[src/rtl/asec_pkg.sv]
// Purpose: Constants and types for the serial extension control block
// Assumes: Classic Wishbone slave, 32-bit data, byte addresses
// Notes: Channel 0 carries the receiver, transmitter and baud generator

package asec_pkg;

	// ----------------------------------------------------------------
	// Register offsets
	// ----------------------------------------------------------------
	localparam int ADDR_W = 5;
	localparam logic [4:0] OFF_EXT0 = 5'h00;
	localparam logic [4:0] OFF_EXT1 = 5'h04;
	localparam logic [4:0] OFF_CFG = 5'h08;
	localparam logic [4:0] OFF_TCONST = 5'h0c;
	localparam logic [4:0] OFF_CTRLA = 5'h10;
	localparam logic [4:0] OFF_DATA = 5'h14;
	localparam logic [4:0] OFF_STAT = 5'h18;

	// ----------------------------------------------------------------
	// Extension control fields and reset values
	// ----------------------------------------------------------------
	localparam int EXT_CD_DIS = 6;
	localparam int EXT_CTS_DIS = 5;
	localparam int EXT_X1 = 4;
	localparam int EXT_BRG_MODE = 3;
	localparam int EXT_BRK_EN = 2;
	localparam int EXT_BRK_DET = 1;
	localparam int EXT_SEND_BRK = 0;
	localparam logic [7:0] EXT_RESET = 8'h00;
	localparam logic [7:0] EXT0_WMASK = 8'h7d;
	localparam logic [7:0] EXT1_WMASK = 8'h1d;
	localparam logic [7:0] CFG_RESET = 8'h00;
	localparam logic [15:0] TCONST_RESET = 16'h0000;

	// ----------------------------------------------------------------
	// Config, control and status fields
	// ----------------------------------------------------------------
	localparam int CFG_PRESCALE = 3;
	localparam int CFG_OVS = 4;
	localparam int CFG_CTS_LVL = 5;
	localparam int CTRLA_EFR = 0;
	localparam int CTRLA_IO_STOP_MODE = 1;
	localparam int STAT_RX_AVAIL = 0;
	localparam int STAT_FE = 1;
	localparam int STAT_TX_EMPTY = 2;
	localparam int STAT_CD_LVL = 3;
	localparam int STAT_CTS_LVL = 4;
	localparam int STAT_CD_RISE = 5;

	// ----------------------------------------------------------------
	// Divider figures
	// ----------------------------------------------------------------
	localparam logic [17:0] PRESCALE_LO = 18'h0000a;
	localparam logic [17:0] PRESCALE_HI = 18'h0001e;
	localparam logic [17:0] TC_OFFSET = 18'h00002;
	localparam logic [2:0] RATE_EXT = 3'h7;
	localparam logic [6:0] OVS_UNITY = 7'h01;
	localparam logic [6:0] OVS_LO = 7'h10;
	localparam logic [6:0] OVS_HI = 7'h40;
	localparam logic [8:0] BREAK_ENTRY = 9'h100;

	typedef enum logic [1:0] {SER_IDLE, SER_START, SER_DATA, SER_STOP} asec_ser_t;

endpackage

[src/rtl/asec_baud_if.sv]
// Purpose: Link between the control block and its baud generator
// Assumes: All signals on ref_clk
// Notes: extClk is already synchronised by the user side
`timescale 1ns/10ps
interface asec_baud_if;
	logic [2:0] rateSel;
	logic prescale;
	logic genMode;
	logic [15:0] timeConst;
	logic extClk;
	logic tick;
	logic clkLevel;
	logic clkDrive;

	modport gen (input rateSel, prescale, genMode, timeConst, extClk,
		output tick, clkLevel, clkDrive);
	modport user (output rateSel, prescale, genMode, timeConst, extClk,
		input tick, clkLevel, clkDrive);
endinterface

[src/rtl/asec_baud_gen.sv]
// Purpose: Baud generator producing a one-cycle tick enable
// Assumes: Synchronous active-high reset
// Notes: Rate 111 takes rising edges of the synchronised clock pin
`timescale 1ns/10ps
module asec_baud_gen (
	// Clock and reset
	input wire logic ref_clk,
	input wire logic rst,
	// Generator link
	asec_baud_if.gen bus
);
	logic [17:0] cnt, next_cnt;
	logic [17:0] period;
	logic tick, next_tick;
	logic level, next_level;
	logic drive, next_drive;
	logic extPrev, next_extPrev;

	function automatic logic [17:0] calcPeriod(input logic mode, input logic pre,
			input logic [2:0] rate, input logic [15:0] tc);
		if (mode) begin
			calcPeriod = (18'(tc) + asec_pkg::TC_OFFSET) << 1;
		end else begin
			calcPeriod = (pre ? asec_pkg::PRESCALE_HI : asec_pkg::PRESCALE_LO) << rate;
		end
	endfunction

	always_comb begin
		period = calcPeriod(bus.genMode, bus.prescale, bus.rateSel, bus.timeConst);
		next_extPrev = bus.extClk;
		next_tick = 1'b0;
		next_cnt = cnt + 18'h00001;
		next_drive = bus.rateSel != asec_pkg::RATE_EXT;
		next_level = cnt < (period >> 1);
		if (bus.rateSel == asec_pkg::RATE_EXT) begin
			next_cnt = 18'h00000;
			next_level = 1'b0;
			next_tick = bus.extClk && !extPrev;
		end else if (cnt >= period - 18'h00001) begin
			next_cnt = 18'h00000;
			next_tick = 1'b1;
		end
	end

	always_ff @(posedge ref_clk) begin
		if (rst) begin
			cnt <= 18'h00000;
			tick <= 1'b0;
			level <= 1'b0;
			drive <= 1'b0;
			extPrev <= 1'b0;
		end else begin
			cnt <= next_cnt;
			tick <= next_tick;
			level <= next_level;
			drive <= next_drive;
			extPrev <= next_extPrev;
		end
	end

	assign bus.tick = tick;
	assign bus.clkLevel = level;
	assign bus.clkDrive = drive;
endmodule // asec_baud_gen

[src/rtl/asec_ext_ctrl.sv]
// Purpose: Serial extension control with channel 0 receiver and transmitter
// Assumes: Classic Wishbone, one wait state per access
// Notes: Channel 1 register is stored only; channel 0 drives the logic
//
// Implementation choices: register access over Wishbone and the placing of the registers.
`timescale 1ns/10ps
module asec_ext_ctrl #(
	parameter int FIFO_DEPTH = 4
) (
	// Clock and reset
	input wire logic ref_clk,
	input wire logic rst,
	// Wishbone slave
	input wire logic wb_cyc_i,
	input wire logic wb_stb_i,
	input wire logic wb_we_i,
	input wire logic [4:0] wb_adr_i,
	input wire logic [3:0] wb_sel_i,
	input wire logic [31:0] wb_dat_i,
	output logic [31:0] wb_dat_o,
	output logic wb_ack_o,
	// Serial pins
	input wire logic rx_serial_pin,
	output logic tx_serial_pin,
	input wire logic carrier_detect_in,
	input wire logic clear_to_send_in,
	input wire logic async_clock_pin_in,
	output logic async_clock_pin_out,
	output logic async_clock_pin_oe,
	// Status
	output logic tx_empty_flag,
	output logic carrier_rise_event
);
	localparam int PW = $clog2(FIFO_DEPTH);

	// ----------------------------------------------------------------
	// Pin synchronisers
	// ----------------------------------------------------------------
	logic [1:0] rxS, cdS, ctsS, ckS;
	always_ff @(posedge ref_clk) begin
		if (rst) begin
			rxS <= 2'h3;
			cdS <= 2'h3;
			ctsS <= 2'h3;
			ckS <= 2'h0;
		end else begin
			rxS <= {rxS[0], rx_serial_pin};
			cdS <= {cdS[0], carrier_detect_in};
			ctsS <= {ctsS[0], clear_to_send_in};
			ckS <= {ckS[0], async_clock_pin_in};
		end
	end

	// ----------------------------------------------------------------
	// Registers and derived controls
	// ----------------------------------------------------------------
	logic [7:0] ext0, ext1, cfg, next_ext0, next_ext1, next_cfg;
	logic [15:0] tconst, next_tconst;
	logic io_stop_mode, next_io_stop_mode;
	logic [31:0] next_dat;
	logic next_ack, cdPrev, cdSticky, next_cdSticky;
	logic req, wr, rd, cdLvl, ctsLvl, rxHold, ctsBlock, brkEn;
	logic pop, efrZero, txLoad;
	logic holdValid;
	logic [PW:0] count;
	logic [8:0] oldest;
	logic [6:0] div, half;

	asec_baud_if baud ();

	function automatic logic [6:0] ovsDiv(input logic x1, input logic dr);
		if (x1) begin
			ovsDiv = asec_pkg::OVS_UNITY;
		end else begin
			ovsDiv = dr ? asec_pkg::OVS_HI : asec_pkg::OVS_LO;
		end
	endfunction

	function automatic logic selWrite(input logic [4:0] off);
		selWrite = wr && wb_adr_i == off && wb_sel_i[0];
	endfunction

	assign req = wb_cyc_i && wb_stb_i && !wb_ack_o;
	assign wr = req && wb_we_i;
	assign rd = req && !wb_we_i;
	assign cdLvl = cdS[1];
	assign ctsLvl = ctsS[1];
	assign rxHold = !ext0[asec_pkg::EXT_CD_DIS] && cdLvl;
	assign ctsBlock = !ext0[asec_pkg::EXT_CTS_DIS] && ctsLvl;
	assign brkEn = ext0[asec_pkg::EXT_BRK_EN];
	assign div = ovsDiv(ext0[asec_pkg::EXT_X1], cfg[asec_pkg::CFG_OVS]);
	assign half = div >> 1;
	assign pop = rd && wb_adr_i == asec_pkg::OFF_DATA && count != '0;
	assign efrZero = selWrite(asec_pkg::OFF_CTRLA) && !wb_dat_i[asec_pkg::CTRLA_EFR];
	assign txLoad = selWrite(asec_pkg::OFF_DATA) && !holdValid;

	assign baud.rateSel = cfg[2:0];
	assign baud.prescale = cfg[asec_pkg::CFG_PRESCALE];
	assign baud.genMode = ext0[asec_pkg::EXT_BRG_MODE];
	assign baud.timeConst = tconst;
	assign baud.extClk = ckS[1];

	asec_baud_gen u_baud (
		.ref_clk(ref_clk),
		.rst(rst),
		.bus(baud.gen)
	);

	always_comb begin
		next_ext0 = ext0;
		next_ext1 = ext1;
		next_cfg = cfg;
		next_tconst = tconst;
		next_io_stop_mode = io_stop_mode;
		next_ack = req;
		next_dat = 32'h00000000;
		if (selWrite(asec_pkg::OFF_EXT0)) begin
			next_ext0 = (wb_dat_i[7:0] & asec_pkg::EXT0_WMASK) | (ext0 & ~asec_pkg::EXT0_WMASK);
		end
		if (selWrite(asec_pkg::OFF_EXT1)) begin
			next_ext1 = wb_dat_i[7:0] & asec_pkg::EXT1_WMASK;
		end
		if (selWrite(asec_pkg::OFF_CFG)) begin
			next_cfg = {3'h0, wb_dat_i[4:0]};
		end
		if (selWrite(asec_pkg::OFF_TCONST)) begin
			next_tconst[7:0] = wb_dat_i[7:0];
		end
		if (wr && wb_adr_i == asec_pkg::OFF_TCONST && wb_sel_i[1]) begin
			next_tconst[15:8] = wb_dat_i[15:8];
		end
		if (selWrite(asec_pkg::OFF_CTRLA)) begin
			next_io_stop_mode = wb_dat_i[asec_pkg::CTRLA_IO_STOP_MODE];
		end
		if (count != '0 && oldest == asec_pkg::BREAK_ENTRY && brkEn) begin
			next_ext0[asec_pkg::EXT_BRK_DET] = 1'b1;
		// write 0, io stop, carrier loss
		end else if (efrZero || io_stop_mode || rxHold) begin
			next_ext0[asec_pkg::EXT_BRK_DET] = 1'b0;
		end
		next_cdSticky = cdSticky;
		if (rd && wb_adr_i == asec_pkg::OFF_STAT) begin
			next_cdSticky = 1'b0;
		end
		if (cdLvl && !cdPrev) begin
			next_cdSticky = 1'b1;
		end
		if (rd) begin
			case (wb_adr_i)
				asec_pkg::OFF_EXT0: next_dat[7:0] = ext0;
				asec_pkg::OFF_EXT1: next_dat[7:0] = ext1;
				asec_pkg::OFF_CFG: next_dat[7:0] = cfg | {2'h0, ctsLvl, 5'h00};
				asec_pkg::OFF_TCONST: next_dat[15:0] = tconst;
				asec_pkg::OFF_CTRLA: next_dat[1:0] = {io_stop_mode, 1'b1};
				asec_pkg::OFF_DATA: next_dat[7:0] = oldest[7:0];
				asec_pkg::OFF_STAT: next_dat[5:0] = {cdSticky, ctsLvl, cdLvl,
					tx_empty_flag, oldest[8] && count != '0, count != '0};
				default: next_dat = 32'h00000000;
			endcase
		end
	end

	always_ff @(posedge ref_clk) begin
		if (rst) begin
			ext0 <= asec_pkg::EXT_RESET;
			ext1 <= asec_pkg::EXT_RESET;
			cfg <= asec_pkg::CFG_RESET;
			tconst <= asec_pkg::TCONST_RESET;
			io_stop_mode <= 1'b0;
			wb_ack_o <= 1'b0;
			wb_dat_o <= 32'h00000000;
			cdPrev <= 1'b1;
			cdSticky <= 1'b0;
		end else begin
			ext0 <= next_ext0;
			ext1 <= next_ext1;
			cfg <= next_cfg;
			tconst <= next_tconst;
			io_stop_mode <= next_io_stop_mode;
			wb_ack_o <= next_ack;
			wb_dat_o <= next_dat;
			cdPrev <= cdLvl;
			cdSticky <= next_cdSticky;
		end
	end

	// ----------------------------------------------------------------
	// Receiver and FIFO
	// ----------------------------------------------------------------
	asec_pkg::asec_ser_t rxSt, next_rxSt;
	logic [6:0] rxSub, next_rxSub;
	logic [2:0] rxIdx, next_rxIdx;
	logic [7:0] rxSh, next_rxSh;
	logic [8:0] mem [FIFO_DEPTH];
	logic [PW-1:0] wrPtr, rdPtr, next_wrPtr, next_rdPtr;
	logic [PW:0] next_count;
	logic push;
	logic [8:0] pushVal;

	assign oldest = mem[rdPtr];

	always_comb begin
		next_rxSt = rxSt;
		next_rxSub = rxSub;
		next_rxIdx = rxIdx;
		next_rxSh = rxSh;
		push = 1'b0;
		pushVal = {1'b0, rxSh};
		if (baud.tick) begin
			case (rxSt)
				asec_pkg::SER_IDLE: begin
					if (!rxS[1]) begin
						next_rxSt = half == 7'h00 ? asec_pkg::SER_DATA : asec_pkg::SER_START;
						next_rxSub = 7'h01;
						next_rxIdx = 3'h0;
					end
				end
				asec_pkg::SER_START: begin
					next_rxSub = rxSub + 7'h01;
					if (rxSub == half) begin
						next_rxSt = rxS[1] ? asec_pkg::SER_IDLE : asec_pkg::SER_DATA;
						next_rxSub = 7'h01;
					end
				end
				asec_pkg::SER_DATA: begin
					next_rxSub = rxSub + 7'h01;
					if (rxSub == div) begin
						next_rxSh = {rxS[1], rxSh[7:1]};
						next_rxSub = 7'h01;
						next_rxIdx = rxIdx + 3'h1;
						if (rxIdx == 3'h7) begin
							next_rxSt = asec_pkg::SER_STOP;
						end
					end
				end
				asec_pkg::SER_STOP: begin
					next_rxSub = rxSub + 7'h01;
					if (rxSub == div) begin
						push = 1'b1;
						pushVal = {!rxS[1], rxSh};
						next_rxSt = asec_pkg::SER_IDLE;
					end
				end
				default: next_rxSt = asec_pkg::SER_IDLE;
			endcase
		end
		// Full FIFO drops the character; overrun status is not kept here
		push = push && count != (PW + 1)'(FIFO_DEPTH);
		next_wrPtr = push ? wrPtr + PW'(1) : wrPtr;
		next_rdPtr = pop ? rdPtr + PW'(1) : rdPtr;
		next_count = count + {{PW{1'b0}}, push} - {{PW{1'b0}}, pop};
		if (rxHold || io_stop_mode) begin
			next_rxSt = asec_pkg::SER_IDLE;
			next_wrPtr = '0;
			next_rdPtr = '0;
			next_count = '0;
		end
	end

	always_ff @(posedge ref_clk) begin
		if (rst) begin
			rxSt <= asec_pkg::SER_IDLE;
			rxSub <= 7'h00;
			rxIdx <= 3'h0;
			rxSh <= 8'h00;
			wrPtr <= '0;
			rdPtr <= '0;
			count <= '0;
		end else begin
			rxSt <= next_rxSt;
			rxSub <= next_rxSub;
			rxIdx <= next_rxIdx;
			rxSh <= next_rxSh;
			wrPtr <= next_wrPtr;
			rdPtr <= next_rdPtr;
			count <= next_count;
		end
	end

	always_ff @(posedge ref_clk) begin
		if (push && !(rxHold || io_stop_mode)) begin
			mem[wrPtr] <= pushVal;
		end
	end

	// ----------------------------------------------------------------
	// Transmitter
	// ----------------------------------------------------------------
	asec_pkg::asec_ser_t txSt, next_txSt;
	logic [6:0] txSub, next_txSub;
	logic [2:0] txIdx, next_txIdx;
	logic [7:0] txSh, next_txSh, txHold, next_txHold;
	logic next_holdValid, txLine, next_txLine;

	always_comb begin
		next_txSt = txSt;
		next_txSub = txSub;
		next_txIdx = txIdx;
		next_txSh = txSh;
		next_txLine = txLine;
		next_txHold = txLoad ? wb_dat_i[7:0] : txHold;
		next_holdValid = holdValid || txLoad;
		if (txSt == asec_pkg::SER_IDLE) begin
			if (holdValid && !ctsBlock) begin
				next_txSt = asec_pkg::SER_START;
				next_txSh = txHold;
				next_holdValid = 1'b0;
				next_txLine = 1'b0;
				next_txSub = 7'h00;
			end
		end else if (baud.tick) begin
			next_txSub = txSub + 7'h01;
			if (txSub == div - 7'h01) begin
				next_txSub = 7'h00;
				case (txSt)
					asec_pkg::SER_START: begin
						next_txSt = asec_pkg::SER_DATA;
						next_txLine = txSh[0];
						next_txIdx = 3'h0;
					end
					asec_pkg::SER_DATA: begin
						next_txIdx = txIdx + 3'h1;
						next_txSh = {1'b0, txSh[7:1]};
						next_txLine = txSh[1];
						if (txIdx == 3'h7) begin
							next_txSt = asec_pkg::SER_STOP;
							next_txLine = 1'b1;
						end
					end
					asec_pkg::SER_STOP: next_txSt = asec_pkg::SER_IDLE;
					default: next_txSt = asec_pkg::SER_IDLE;
				endcase
			end
		end
	end

	always_ff @(posedge ref_clk) begin
		if (rst) begin
			txSt <= asec_pkg::SER_IDLE;
			txSub <= 7'h00;
			txIdx <= 3'h0;
			txSh <= 8'h00;
			txHold <= 8'h00;
			holdValid <= 1'b0;
			txLine <= 1'b1;
			tx_serial_pin <= 1'b1;
			tx_empty_flag <= 1'b0;
			carrier_rise_event <= 1'b0;
			async_clock_pin_out <= 1'b0;
			async_clock_pin_oe <= 1'b0;
		end else begin
			txSt <= next_txSt;
			txSub <= next_txSub;
			txIdx <= next_txIdx;
			txSh <= next_txSh;
			txHold <= next_txHold;
			holdValid <= next_holdValid;
			txLine <= next_txLine;
			tx_serial_pin <= (ext0[asec_pkg::EXT_SEND_BRK] && brkEn) ? 1'b0 : txLine;
			tx_empty_flag <= !holdValid && !ctsBlock;
			carrier_rise_event <= next_cdSticky;
			async_clock_pin_out <= baud.clkLevel;
			async_clock_pin_oe <= baud.clkDrive;
		end
	end
endmodule // asec_ext_ctrl

[config.mk]
export PLATFORM = sky130hd
export DESIGN_NAME = asec_ext_ctrl
export DESIGN_NICKNAME = d
export VERILOG_FILES = /design/src/rtl/asec_pkg.sv /design/src/rtl/asec_baud_if.sv /design/src/rtl/asec_baud_gen.sv /design/src/rtl/asec_ext_ctrl.sv
export SDC_FILE = /design/constraint.sdc
export NUM_CORES = 1
export LEC_CHECK = 0
export BUFFER_PORTS_ARGS = -buffer_cell sky130_fd_sc_hd__clkbuf_2
export CORE_MARGIN = 2
export CORE_UTILIZATION = 50
export CTS_CLUSTER_SIZE = 10
export DETAILED_ROUTE_END_ITERATION = 8
export PLACE_DENSITY_LB_ADDON = 0.08
export SLEW_MARGIN = 0
export SYNTH_ARGS = -nofsm -noshare
export SYNTH_HDL_FRONTEND = slang
export SYNTH_SLANG_ARGS = --single-unit
[constraint.sdc]
create_clock -name ref_clk -period 4.8 [get_ports ref_clk]
set_input_delay 0.48 -clock ref_clk [delete_from_list [all_inputs] [get_ports ref_clk]]
set_output_delay 0.48 -clock ref_clk [all_outputs]
set_load 0.03 [all_outputs]
# Word-level counts from Yosys, hierarchy flattened
# Memories as Yosys holds them, arrays and structs flattened. A register that Yosys moved wholly into a read port is not among the register bits.
# Index checks and enable logic that the tools add are counted.
# word_totals
regBits,160
ramBits,36
in_bits,50
mem_count,1
# op_classes
n_addsub,12
magnitude_cmp,2
eq_ne,27
shifts,1
n_mux,64
bitwise_logic,5
n_reduce_logical,76
# memory_table
memory,depth,word_bits,read_ports,rd_ports_with_merged_regs,write_ports,line_no,text
mem,4,9,1,1,1,asec_ext_ctrl.sv:194,logic [8:0] mem [FIFO_DEPTH];
# ops
operator,n
7-bit 2-to-1 mux,9
8-bit 2-to-1 mux,5
1-bit logical AND,34
2-bit 2-to-1 mux,15
7-bit one-hot mux with 4 select lines,1
9-bit 2-to-1 mux,3
4-bit one-hot mux with 6 select lines,1
4-bit AND reduction,5
1-bit 2-to-1 mux,19
18-bit by 1-bit adder with 18-bit output (second input constant),1
18-bit greater-or-equal comparator,1
18-bit by 17-bit < comparator with 1-bit output,1
18-bit 2-to-1 mux,1
18-bit by 3-bit left shift with 18-bit output,1
18-bit by 1-bit subtractor with 18-bit output (second input constant),1
16-bit by 2-bit adder with 17-bit output (second input constant),1
2-bit one-hot mux with 4 select lines,2
5-bit equality test (second input constant),3
7-bit by 1-bit adder with 7-bit output (second input constant),2
7-bit equality test,2
2-bit one-hot mux with 7 select lines,1
3-bit one-hot mux with 2 select lines,2
2-bit nonzero test,6
1-bit zero test,11
32 further kinds,59

# Depth between registers and ports, before layout
# Gate-level depths: netlist of the first run.
# depth
ltp_word,10
ltp_mapped,19
ltp_nobuf,16

# Hierarchy
# A second synthesis of the first run with hierarchy kept.
# unflattened
cells_unflattened,986
hier_area_um2,9349.0
# modules_own_cells
mod,instances,cells_each,area_each_um2,seq_area_each_um2
asec_ext_ctrl,1,675,6767.7,3543.4
asec_baud_gen,1,311,2581.2,440.4

# Least setup slack after synthesis of the first run
# Ideal clock, no wire load.
# synth_path
path_type,reg2reg
startpoint,"register tconst[1], in the netlist baud.timeConst[1]"
endpoint,register u_baud.cnt[10]
setup_ps,65
arrival_ps,3514
path_slack_ps,1221
path_stages_with_launch,17
n_path_buf,1
cell_sequence,dfxtp_1 -> ha_1 -> and4_1 -> o41ai_1 -> a211o_1 -> nand3_2 -> nor4b_4 -> nand4_1 -> xnor2_1 -> ha_1 -> a211o_1 -> a21oi_1 -> o2111ai_1 -> a21oi_1 -> o21ai_1 -> clkbuf_1 -> nor2_1
# synth_between
elab_chain_len,5
# synth_rtl
element,line_no,text
from (decl),asec_ext_ctrl.sv:58,"logic [15:0] tconst, next_tconst;"
from (signal assigned),asec_ext_ctrl.sv:168,tconst <= asec_pkg::TCONST_RESET;
from (signal assigned),asec_ext_ctrl.sv:178,tconst <= next_tconst;
16-bit by 2-bit adder with 17-bit output,asec_baud_gen.sv:22,calcPeriod = (18'(tc) + asec_pkg::TC_OFFSET) << 1;
18-bit 2-to-1 mux,asec_baud_gen.sv:21,if (mode) begin
18-bit by 1-bit subtractor with 18-bit output,asec_baud_gen.sv:39,end else if (cnt >= period - 18'h00001) begin
18-bit greater-or-equal comparator,asec_baud_gen.sv:39,
3-bit OR reduction (no source line),-,
to (signal assigned),asec_baud_gen.sv:53,cnt <= next_cnt;
to (decl),asec_baud_gen.sv:12,"logic [17:0] cnt, next_cnt;"
# No other way between the ends.
# A chain may end at the register's enable or synchronous reset.

# Worst setup path in the final report of the first run
# layout_path
startpoint,register ext0[3]
endpoint,register u_baud.cnt[8]
# layout_between
elab_chain_len,4
# layout_rtl
element,line_no,text
from (decl),asec_ext_ctrl.sv:57,"logic [7:0] ext0, ext1, cfg, next_ext0, next_ext1, next_cfg;"
from (signal assigned),asec_ext_ctrl.sv:165,ext0 <= asec_pkg::EXT_RESET;
from (signal assigned),asec_ext_ctrl.sv:175,ext0 <= next_ext0;
18-bit 2-to-1 mux,asec_baud_gen.sv:21,
18-bit by 1-bit subtractor with 18-bit output,asec_baud_gen.sv:39,
18-bit greater-or-equal comparator,asec_baud_gen.sv:39,
3-bit OR reduction (no source line),-,
# No other way between the ends.

==> results of run 1 <==
-- kinds of logic (layout without fill, tap and decap cells) --
kind of cell | after synthesis | in the layout
and+or+nand+nor | 381 | 381
DFF | 181 | 181
AOI/OAI and AO/OA | 146 | 146
buffers and inverters | 81 | 115
muxes | 61 | 61
xor gates and xnor gates | 58 | 58
adders and majority gates | 52 | 52
other | 1 | 16
-- final cells by class --
| type | instances | area [um2] | area share [%] |
|---|---|---|---|
| clock buffer | 17 | 425 | 4.18 |
| sequential | 181 | 3980 | 39.2 |
| timing repair buffer | 58 | 305 | 3.00 |
| multi-input combinational | 714 | 4870 | 47.9 |
| clock inverter | 15 | 206 | 2.03 |
| tap | 229 | 287 | 2.82 |
| inverter | 25 | 93.8 | 0.923 |
-- power by group through the flow --
stage / Clock (W) / Sequential (W) / Combinational, W
5_1_grt: 0.00156 / 0.00156 / 0.000121
2_1_floorplan: 0 / 0.00159 / 0.0000787
6_report: 0.00147 / 0.00156 / 0.000111
3_3_place_gp: 0 / 0.00159 / 0.000111
3_5_place_dp: 0 / 0.00159 / 0.000111
4_1_cts: 0.00150 / 0.00156 / 0.000111
-- registers in the layout, summed over array words and instances, names as in the netlist, 3 cells and up, named ones only --
signal and count:
ext0 7, rxSub 7, txSh 8, mem 36, rxIdx 3, count 3
baud.timeConst 16, txHold 8, rxSh 8, txIdx 3, wb_dat_o 16, u_baud.cnt 18
cfg 5, ext1 4, txSub 7
-- per-layer routing --
metal	vias up	part of all wire, %	global-route usage, %
li1	3474	-	-
met1	3187	44	26.6
met2	139	50	36.9
met3	27	3.9	3.89
met4	0	1.6	6.05
met5	-	0	0
-- through the flow --
stage	area, um2	cells
2_1_floorplan	9250	976
3_3_place_gp	9540	1207
3_5_place_dp	9540	1207
4_1_cts	10200	1239
5_1_grt	10200	1239
6_report	10200	1239
-- critical path, delay by kind of cell, from the launching register on --
family          cells  cell delay, ns
compound gates      6            1.24
simple gates        6            1.13
flops               1            0.63
buf+inv             2            0.50
fa+ha+maj           2            0.46
xor+xnor            1            0.15
-- layout by cell type, fill, tap and decap left out, types with 24 or more instances in the layout --
cell / netlist / final
xnor2_1: 32 / 32
dfxtp_1: 145 / 145
nor2_1: 117 / 117
edfxtp_1: 36 / 36
mux2i_1: 51 / 51
nand3_1: 47 / 47
nand2_1: 72 / 72
inv_1: 24 / 24
clkbuf_2: 0 / 52
xor2_1: 26 / 26
and3_1: 26 / 26
a21oi_1: 53 / 53
ha_1: 50 / 50
-- worst min-delay path by stage --
stage                        from     end  slack [ns]  depth (start not counted)
floorplan                  cdS[0]  cdS[1]        0.39                          1
global placement           rxS[0]  rxS[1]        0.39                          1
detailed placement         rxS[0]  rxS[1]        0.39                          1
CTS                 rx_serial_pin  rxS[0]        0.20                          2
global route        rx_serial_pin  rxS[0]        0.20                          2
finish              rx_serial_pin  rxS[0]        0.21                          2
==> flow_summary.ini, run 1 <==
[worst_setup_path]
startpoint = ext0[3]
critPathMaxFanout = 15
r2r_start = ext0[3]
endpoint_kind = flip-flop
crit_chain = inv_1 -> nand3_1 -> o21a_1 -> ha_1 -> and3_1 -> and3_1 -> nor4b_4 -> nand4_1 -> xnor2_1 -> ha_1 -> a211o_1 -> a21oi_1 -> o2111ai_1 -> a21oi_1 -> o21ai_1 -> buf_4 -> nor2_1
r2r_cells = 17
slowest_stage = dfxtp_1
required_ns = 5.18
slowest_delay_ns = 0.63
reg2reg_slack_ns = 0.63
cp_data_arrival_time_ns = 4.55
endpoint = u_baud.cnt[8]
timing.rr.end = u_baud.cnt[8]
crit_type = flip-flop to flip-flop
cp-start-kind = flip-flop

[floorplan]
dieArea_mm2 = 0.0195
core_area_mm2 = 0.0180
rows = 49
start_util_pct = 51.0
die_y_um = 140
ios = 88
die_w_um = 140

[yosys]
ys_dominant_reg_cell = dfxtp_1
yosys.area_share.simple_pct = 20.9
yosys.area.top_type = dfxtp_1
synth_common_cells = 145 x dfxtp_1, 117 x nor2_1, 72 x nand2_1
yosys-mux-area-fraction_pct = 8.24
synth_edf_count = 36
synth-async-reset-ratio_pct = 0
ys_ff_latch = 181
yosysMostFrequentCell = dfxtp_1
synth_top_family_by_area = simple AND/OR/NAND/NOR gates
synth-adder-area-share_pct = 7.13
post_synth_xor_area_fraction_pct = 5.52
yosysSeqAreaShare_pct = 43.3
synth_top_area_share_pct = 31.6
ys_warn_count = 0
synth_compound_area_share_pct = 10.5
synth.area.top_cells = dfxtp_1 32%, edfxtp_1 12%, ha_1 6.8%, mux2i_1 5.6%, nor2_1 4.8%
mappedNetlistArea_mm2 = 0.00920
synth_cell_types = 72
syn_avg_cell_area_um2 = 9.57
synthCells = 961

[pwr]
power_leakage_nw = 4.13
pwr-share-comb_pct = 3.5
pwr-share-clk_pct = 46.9
p_switching_w = 0.000831
power.total_w = 0.00314
swShare_pct = 26.5
ir_drop_mv = 0.283
p_per_area_mw_per_mm2 = 309
power_frac_seq_pct = 49.6
intPower_w = 0.00231

[global_route]
antenna_found_initial = 0
grt_remaining_overflow = 0
grt_pass1_wl_um = 33000
grt_pass1_vias = 6469
track_usage_pct = 21.0
grt_max_degree = 52

[route]
wl_per_cell_um = 16.0
drc_errors = 0
drt-total-wl_um = 19900
drt-initial-drc-count = 423
vias = 6827
via_per_inst = 5.51
first_pass_iters = 5
antenna_left = 0

[placed_design]
hpwl_um = 14400
place_ws_ns = 0.653
io_buffers = 53
place.gp.congestion = 0.834

[cts]
clkSinkCount = 181
cts_tree = done
cts_resized = 0
cts_inserted_buffers = 17
worstSkewPairLatency_ns = 0.45
postCtsSetupRepairBufs = 0
h-tree-depth = 4
cts-root-buf = clkbuf_16
clkTransAtPathRegs_ns = 0.08
cts_buffer_depth = 2
postCtsHoldBufs = 0

[final_layout]
drive_gt1_share_pct = 12.0
fillCellCount = 1603
fin_util_pct = 56.4
n_antenna_cell = 0
finalNetCount = 1098
area_growth_pct = 10.6

[timing]
finalMaxSlewViolations = 0
tns_ns = 0
hold_ws_ns = 0.210
rsz0062_at_grt = no
fin_crit_ns = 4.17
hold_viol = 0
worst_pin_slew_ns = 1.19
finalCritPeriodShare_pct = 86.9
setup_viol = 0
relSlewSlack_pct = 20.1
layout_setup_ws_ns = 0.631
fin_skew_ns = 0.0171
fmax_ghz = 0.240

[hold_path]
hp-class = primary input to flip-flop

[status]
status = finished clean

[flow_run]
maxCapViolCount = 0
(Power assumes the default switching activity.)
==> inputs of run 2 (changes only) <==
--- a/config.mk
+++ b/config.mk
@@ -6,8 +6,10 @@
 export NUM_CORES = 1
 export LEC_CHECK = 0
 export BUFFER_PORTS_ARGS = -buffer_cell sky130_fd_sc_hd__clkbuf_2
+export CELL_PAD_IN_SITES_DETAIL_PLACEMENT = 1
+export CELL_PAD_IN_SITES_GLOBAL_PLACEMENT = 1
 export CORE_MARGIN = 2
-export CORE_UTILIZATION = 50
+export CORE_UTILIZATION = 46
 export CTS_CLUSTER_SIZE = 10
 export DETAILED_ROUTE_END_ITERATION = 8
 export PLACE_DENSITY_LB_ADDON = 0.08
==> run 2 against run 1 <==
Net effect: setup slack improved by 0.071 ns; power rose by 2.1%; clock skew decreased by 0.00089 ns; non-clock buffer count is 1 higher; via count rose by 1.8%; sequential cell count stayed put; cell area grew 0.82%; wire length up 15%; combinational power barely moved; count of clock-buffer cells in the layout stayed put; final cell count rose by 3.0%; critical endpoint is now u_baud.cnt[3].
==> flow_summary.ini, run 2 (synthesized netlist as in run 1, its figures left out) <==
[floorplan]
ios = 88
die_y_um = 145
core_area_mm2 = 0.0195
die_w_um = 145
dieArea_mm2 = 0.0211
rows = 51
start_util_pct = 47.1

[pwr]
power_leakage_nw = 4.15
ir_drop_mv = 0.259
power.total_w = 0.00321
p_per_area_mw_per_mm2 = 313

[route]
wl_per_cell_um = 17.8
via_per_inst = 5.45
first_pass_iters = 5
antenna_left = 0
drt-total-wl_um = 22800
drc_errors = 0
drt-initial-drc-count = 317
vias = 6948

[cts]
cts_buffer_depth = 2
h-tree-depth = 4
clkTransAtPathRegs_ns = 0.08
cts-root-buf = clkbuf_16
cts_tree = done
clkSinkCount = 181
postCtsSetupRepairBufs = 0
postCtsHoldBufs = 0
cts_inserted_buffers = 17
cts_resized = 0
worstSkewPairLatency_ns = 0.45

[global_route]
grt_remaining_overflow = 0
grt_pass1_vias = 7195
grt_max_degree = 50
track_usage_pct = 22.1
grt_pass1_wl_um = 37700
antenna_found_initial = 0

[timing]
finalCritPeriodShare_pct = 85.4
hold_viol = 0
tns_ns = 0
fin_crit_ns = 4.10
worst_pin_slew_ns = 1.17
setup_viol = 0
fmax_ghz = 0.244
relSlewSlack_pct = 21.5
finalMaxSlewViolations = 0
fin_skew_ns = 0.0162
rsz0062_at_grt = no

[worst_setup_path]
r2r_cells = 16
crit_type = flip-flop to flip-flop
timing.rr.end = u_baud.cnt[3]
cp_data_arrival_time_ns = 4.47
cp-start-kind = flip-flop
required_ns = 5.17
crit_chain = ha_1 -> and4_1 -> nand4_1 -> xnor2_1 -> a22o_1 -> nor4b_4 -> nand4_1 -> xnor2_1 -> ha_1 -> a211o_1 -> a21oi_1 -> o2111ai_1 -> a21oi_1 -> o21ai_1 -> buf_4 -> nor2_1
cpLargestDelayFamily = compound AO/OA/AOI/OAI gates
slowest_delay_ns = 0.56
endpoint_kind = flip-flop
reg2reg_slack_ns = 0.70
slowest_stage = dfxtp_1
crit_buf_inv = 1
r2r_start = baud.timeConst[1]
critPathMaxFanout = 18

[final_layout]
n_antenna_cell = 0
final_area_mm2 = 0.0103
drive_gt1_share_pct = 12.1
finalNetCount = 1099
area_growth_pct = 11.5
fillCellCount = 2244
largest_reg_flops = 36
top_regs = mem x36, u_baud.cnt x18
final_cell_mix = 145 x dfxtp_1, 117 x nor2_1, 72 x nand2_1
layout_commonest_cell = dfxtp_1
regMostFlops = mem

[flow_run]
maxCapViolCount = 0

[hold_path]
hold_depth = 2
whs_endpoint = cdS[0]
worstHoldStart = carrier_detect_in
hp-class = primary input to flip-flop

[placed_design]
hpwl_um = 16700
placed_area_mm2 = 0.00959
io_buffers = 53
place.gp.congestion = 0.799

[status]
status = finished clean
-- run 2: area by class of cell --
type                            count  area (um2)  area share, %
Clock buffer                       17         425           4.15
Clock inverter                     15         238           2.32
Inverter                           25        93.8          0.915
Multi-Input combinational cell    714        4870           47.5
Sequential cell                   181        3980           38.9
Tap cell                          265         332           3.23
Timing Repair Buffer               59         313           3.05
-- run 2: metal layers --
| layer | GRT usage, % | vias up | wire, um |
|---|---|---|---|
| li1 | - | 3467 | - |
| met1 | 28.6 | 3373 | 10500 |
| met2 | 38.1 | 85 | 11300 |
| met3 | 4.26 | 23 | 693 |
| met4 | 5.64 | 0 | 350 |
| met5 | 0 | - | 0 |
-- run 2: report_power, final --
part,internal (W),total [W],switching (W)
Combinational,0.0000326,0.000114,0.0000811
Clock,0.000752,0.00153,0.000783
Sequential,0.00155,0.00156,0.00000732
Total,0.00233,0.00321,0.000871
-- run 2: how the worst max path moves through the flow --
stage,startpoint,end,slack [ns],depth (start not counted)
floorplan,baud.timeConst[1],u_baud.cnt[10],1.22,16
global placement,baud.timeConst[1],u_baud.cnt[12],0.80,16
detailed placement,baud.timeConst[1],u_baud.cnt[3],0.69,16
CTS,baud.timeConst[1],u_baud.cnt[3],0.66,16
global route,baud.timeConst[1],u_baud.cnt[14],0.28,16
finish,baud.timeConst[1],u_baud.cnt[3],0.70,16
-- run 2: worst reg2reg max path: cells and delay by family, from the launching register on --
| kind | cells | cell delay [ns] |
|---|---|---|
| AO/OA/AOI/OAI | 6 | 1.22 |
| AND/OR/NAND/NOR | 5 | 1.14 |
| XOR/XNOR | 2 | 0.31 |
| adder cells (fa/ha/maj) | 2 | 0.58 |
| buffers and inverters | 1 | 0.22 |
| flip-flops | 1 | 0.56 |
-- run 2: through the flow --
step	setup slack, ns	cells	hold WS, ns	utilization (%)
2_1_floorplan	1.22	976	0.389	-
3_3_place_gp	0.804	1244	0.403	49.1
3_5_place_dp	0.690	1244	0.401	49.1
4_1_cts	0.658	1276	0.199	52.5
5_1_grt	0.276	1276	0.207	52.5
6_report	0.702	1276	0.214	52.5
==> inputs of run 3 (changes only) <==
--- a/config.mk
+++ b/config.mk
@@ -12,6 +12,7 @@
 export CORE_UTILIZATION = 46
 export CTS_CLUSTER_SIZE = 10
 export DETAILED_ROUTE_END_ITERATION = 8
+export GPL_TIMING_DRIVEN = 0
 export PLACE_DENSITY_LB_ADDON = 0.08
 export SLEW_MARGIN = 0
 export SYNTH_ARGS = -nofsm -noshare
==> run 3 against run 2 <==
Net effect: sequential cell count unchanged; power increased by 1.4%; first-iteration DRC count rose by 19%; clock power barely moved; critical path depth did not move; global-route usage up 1.9 points; cell area rose by 2.4%; die area is the same.
==> flow_summary.ini, run 3 (synthesized netlist as in run 1, its figures left out) <==
[final_layout]
largest_reg_flops = 36
finalNetCount = 1146
layout_commonest_cell = dfxtp_1
final_cell_mix = 145 x dfxtp_1, 117 x nor2_1, 72 x nand2_1
regMostFlops = mem
top_regs = mem x36, u_baud.cnt x18
drive_gt1_share_pct = 13.6
n_antenna_cell = 0
area_growth_pct = 14.2

[global_route]
antenna_found_initial = 0
grt_remaining_overflow = 0
grt_max_degree = 25
track_usage_pct = 24.0
grt_pass1_wl_um = 40200
grt_pass1_vias = 7582

[floorplan]
die_y_um = 145
ios = 88
start_util_pct = 47.1
dieArea_mm2 = 0.0211
die_w_um = 145
rows = 51
core_area_mm2 = 0.0195

[route]
wl_per_cell_um = 18.7
drt-total-wl_um = 24700
first_pass_iters = 7
drc_errors = 0
antenna_left = 0
via_per_inst = 5.50
drt-initial-drc-count = 378
vias = 7282

[cts]
cts_buffer_depth = 2
h-tree-depth = 4
cts-root-buf = clkbuf_16
postCtsSetupRepairBufs = 0
clkSinkCount = 181
cts_tree = done
worstSkewPairLatency_ns = 0.45
clkTransAtPathRegs_ns = 0.09
cts_inserted_buffers = 17

[worst_setup_path]
critPathMaxFanout = 10
r2r_start = baud.timeConst[1]
slowest_stage = dfxtp_1
cpLargestDelayFamily = compound AO/OA/AOI/OAI gates
crit_chain = ha_1 -> and4_1 -> o41ai_1 -> a211o_1 -> nand3_2 -> nor4b_4 -> nand4_1 -> xnor2_1 -> ha_1 -> a211o_1 -> a21oi_1 -> o2111ai_1 -> a21oi_1 -> o21ai_2 -> clkbuf_1 -> nor2_1
startpoint = baud.timeConst[1]
slowest_delay_ns = 0.43
crit_type = flip-flop to flip-flop
crit_buf_inv = 1
required_ns = 5.18
cp-start-kind = flip-flop
cp_data_arrival_time_ns = 4.77
endpoint_kind = flip-flop

[timing]
setup_viol = 0
hold_viol = 0
fmax_ghz = 0.228
finalCritPeriodShare_pct = 91.4
tns_ns = 0
rsz0062_at_grt = no
fin_crit_ns = 4.39
relSlewSlack_pct = 19.4
hold_ws_ns = 0.208
worst_pin_slew_ns = 1.20
finalMaxSlewViolations = 0
fin_skew_ns = 0.0168

[pwr]
p_per_area_mw_per_mm2 = 310
ir_drop_mv = 0.229
power_leakage_nw = 4.30
power.total_w = 0.00325

[hold_path]
hp-class = primary input to flip-flop
worstHoldStart = clear_to_send_in

[status]
status = finished clean

[placed_design]
hpwl_um = 18500
io_buffers = 51
place.gp.congestion = 0.811

[flow_run]
maxCapViolCount = 0
run 3: layout make-up:
| type | count | area, um2 |
|---|---|---|
| fill | 2288 | 9030 |
| multi-input combinational | 714 | 4870 |
| sequential | 181 | 3980 |
| clock buffer | 17 | 425 |
| tap | 265 | 332 |
| buffer | 55 | 303 |
| timing repair buffer | 51 | 255 |
| clock inverter | 15 | 233 |
| inverter | 25 | 93.8 |
run 3: where the power goes:
part           internal, W  switching, W
logic            0.0000418     0.0000889
clock network     0.000754      0.000808
registers          0.00155    0.00000764
total              0.00235      0.000905
run 3: per-stage QoR:
step / std cells / cell area, um2 / utilization [%] / setup slack [ns]
after CTS: 1324 / 10500 / 53.8 / 0.161
final: 1323 / 10500 / 53.8 / 0.414
after floorplan: 976 / 9250 / - / 1.22
after detailed placement: 1292 / 9840 / 50.4 / 0.190
after global routing: 1323 / 10500 / 53.8 / 0.0169
after global placement: 1292 / 9840 / 50.4 / 0.282
run 3: repair_timing:
item                                    in CTS  in global routing
hold buffers                                 0                  0
endpoints found under the setup margin       0                 10
hold endpoints to repair                     0                  0
gates resized for setup                      0                  1
run 3: final timing paths:
kind	to	slack (ns)	depth (start not counted)
setup / recovery	u_baud.cnt[10]	0.41	16
setup reg to reg	u_baud.cnt[10]	0.41	16
hold reg to reg	ctsS[1]	0.43	1
hold / removal	ctsS[0]	0.21	2
run 3: routing by layer:
| metal | vias to the layer above | global-route usage, % | wire length (um) |
|---|---|---|---|
| met1 | 3571 | 29.3 | 10900 |
| met3 | 34 | 4.76 | 767 |
| met5 | - | 0 | 0 |
| met2 | 114 | 42.9 | 12600 |
| li1 | 3563 | - | - |
| met4 | 0 | 6.91 | 522 |
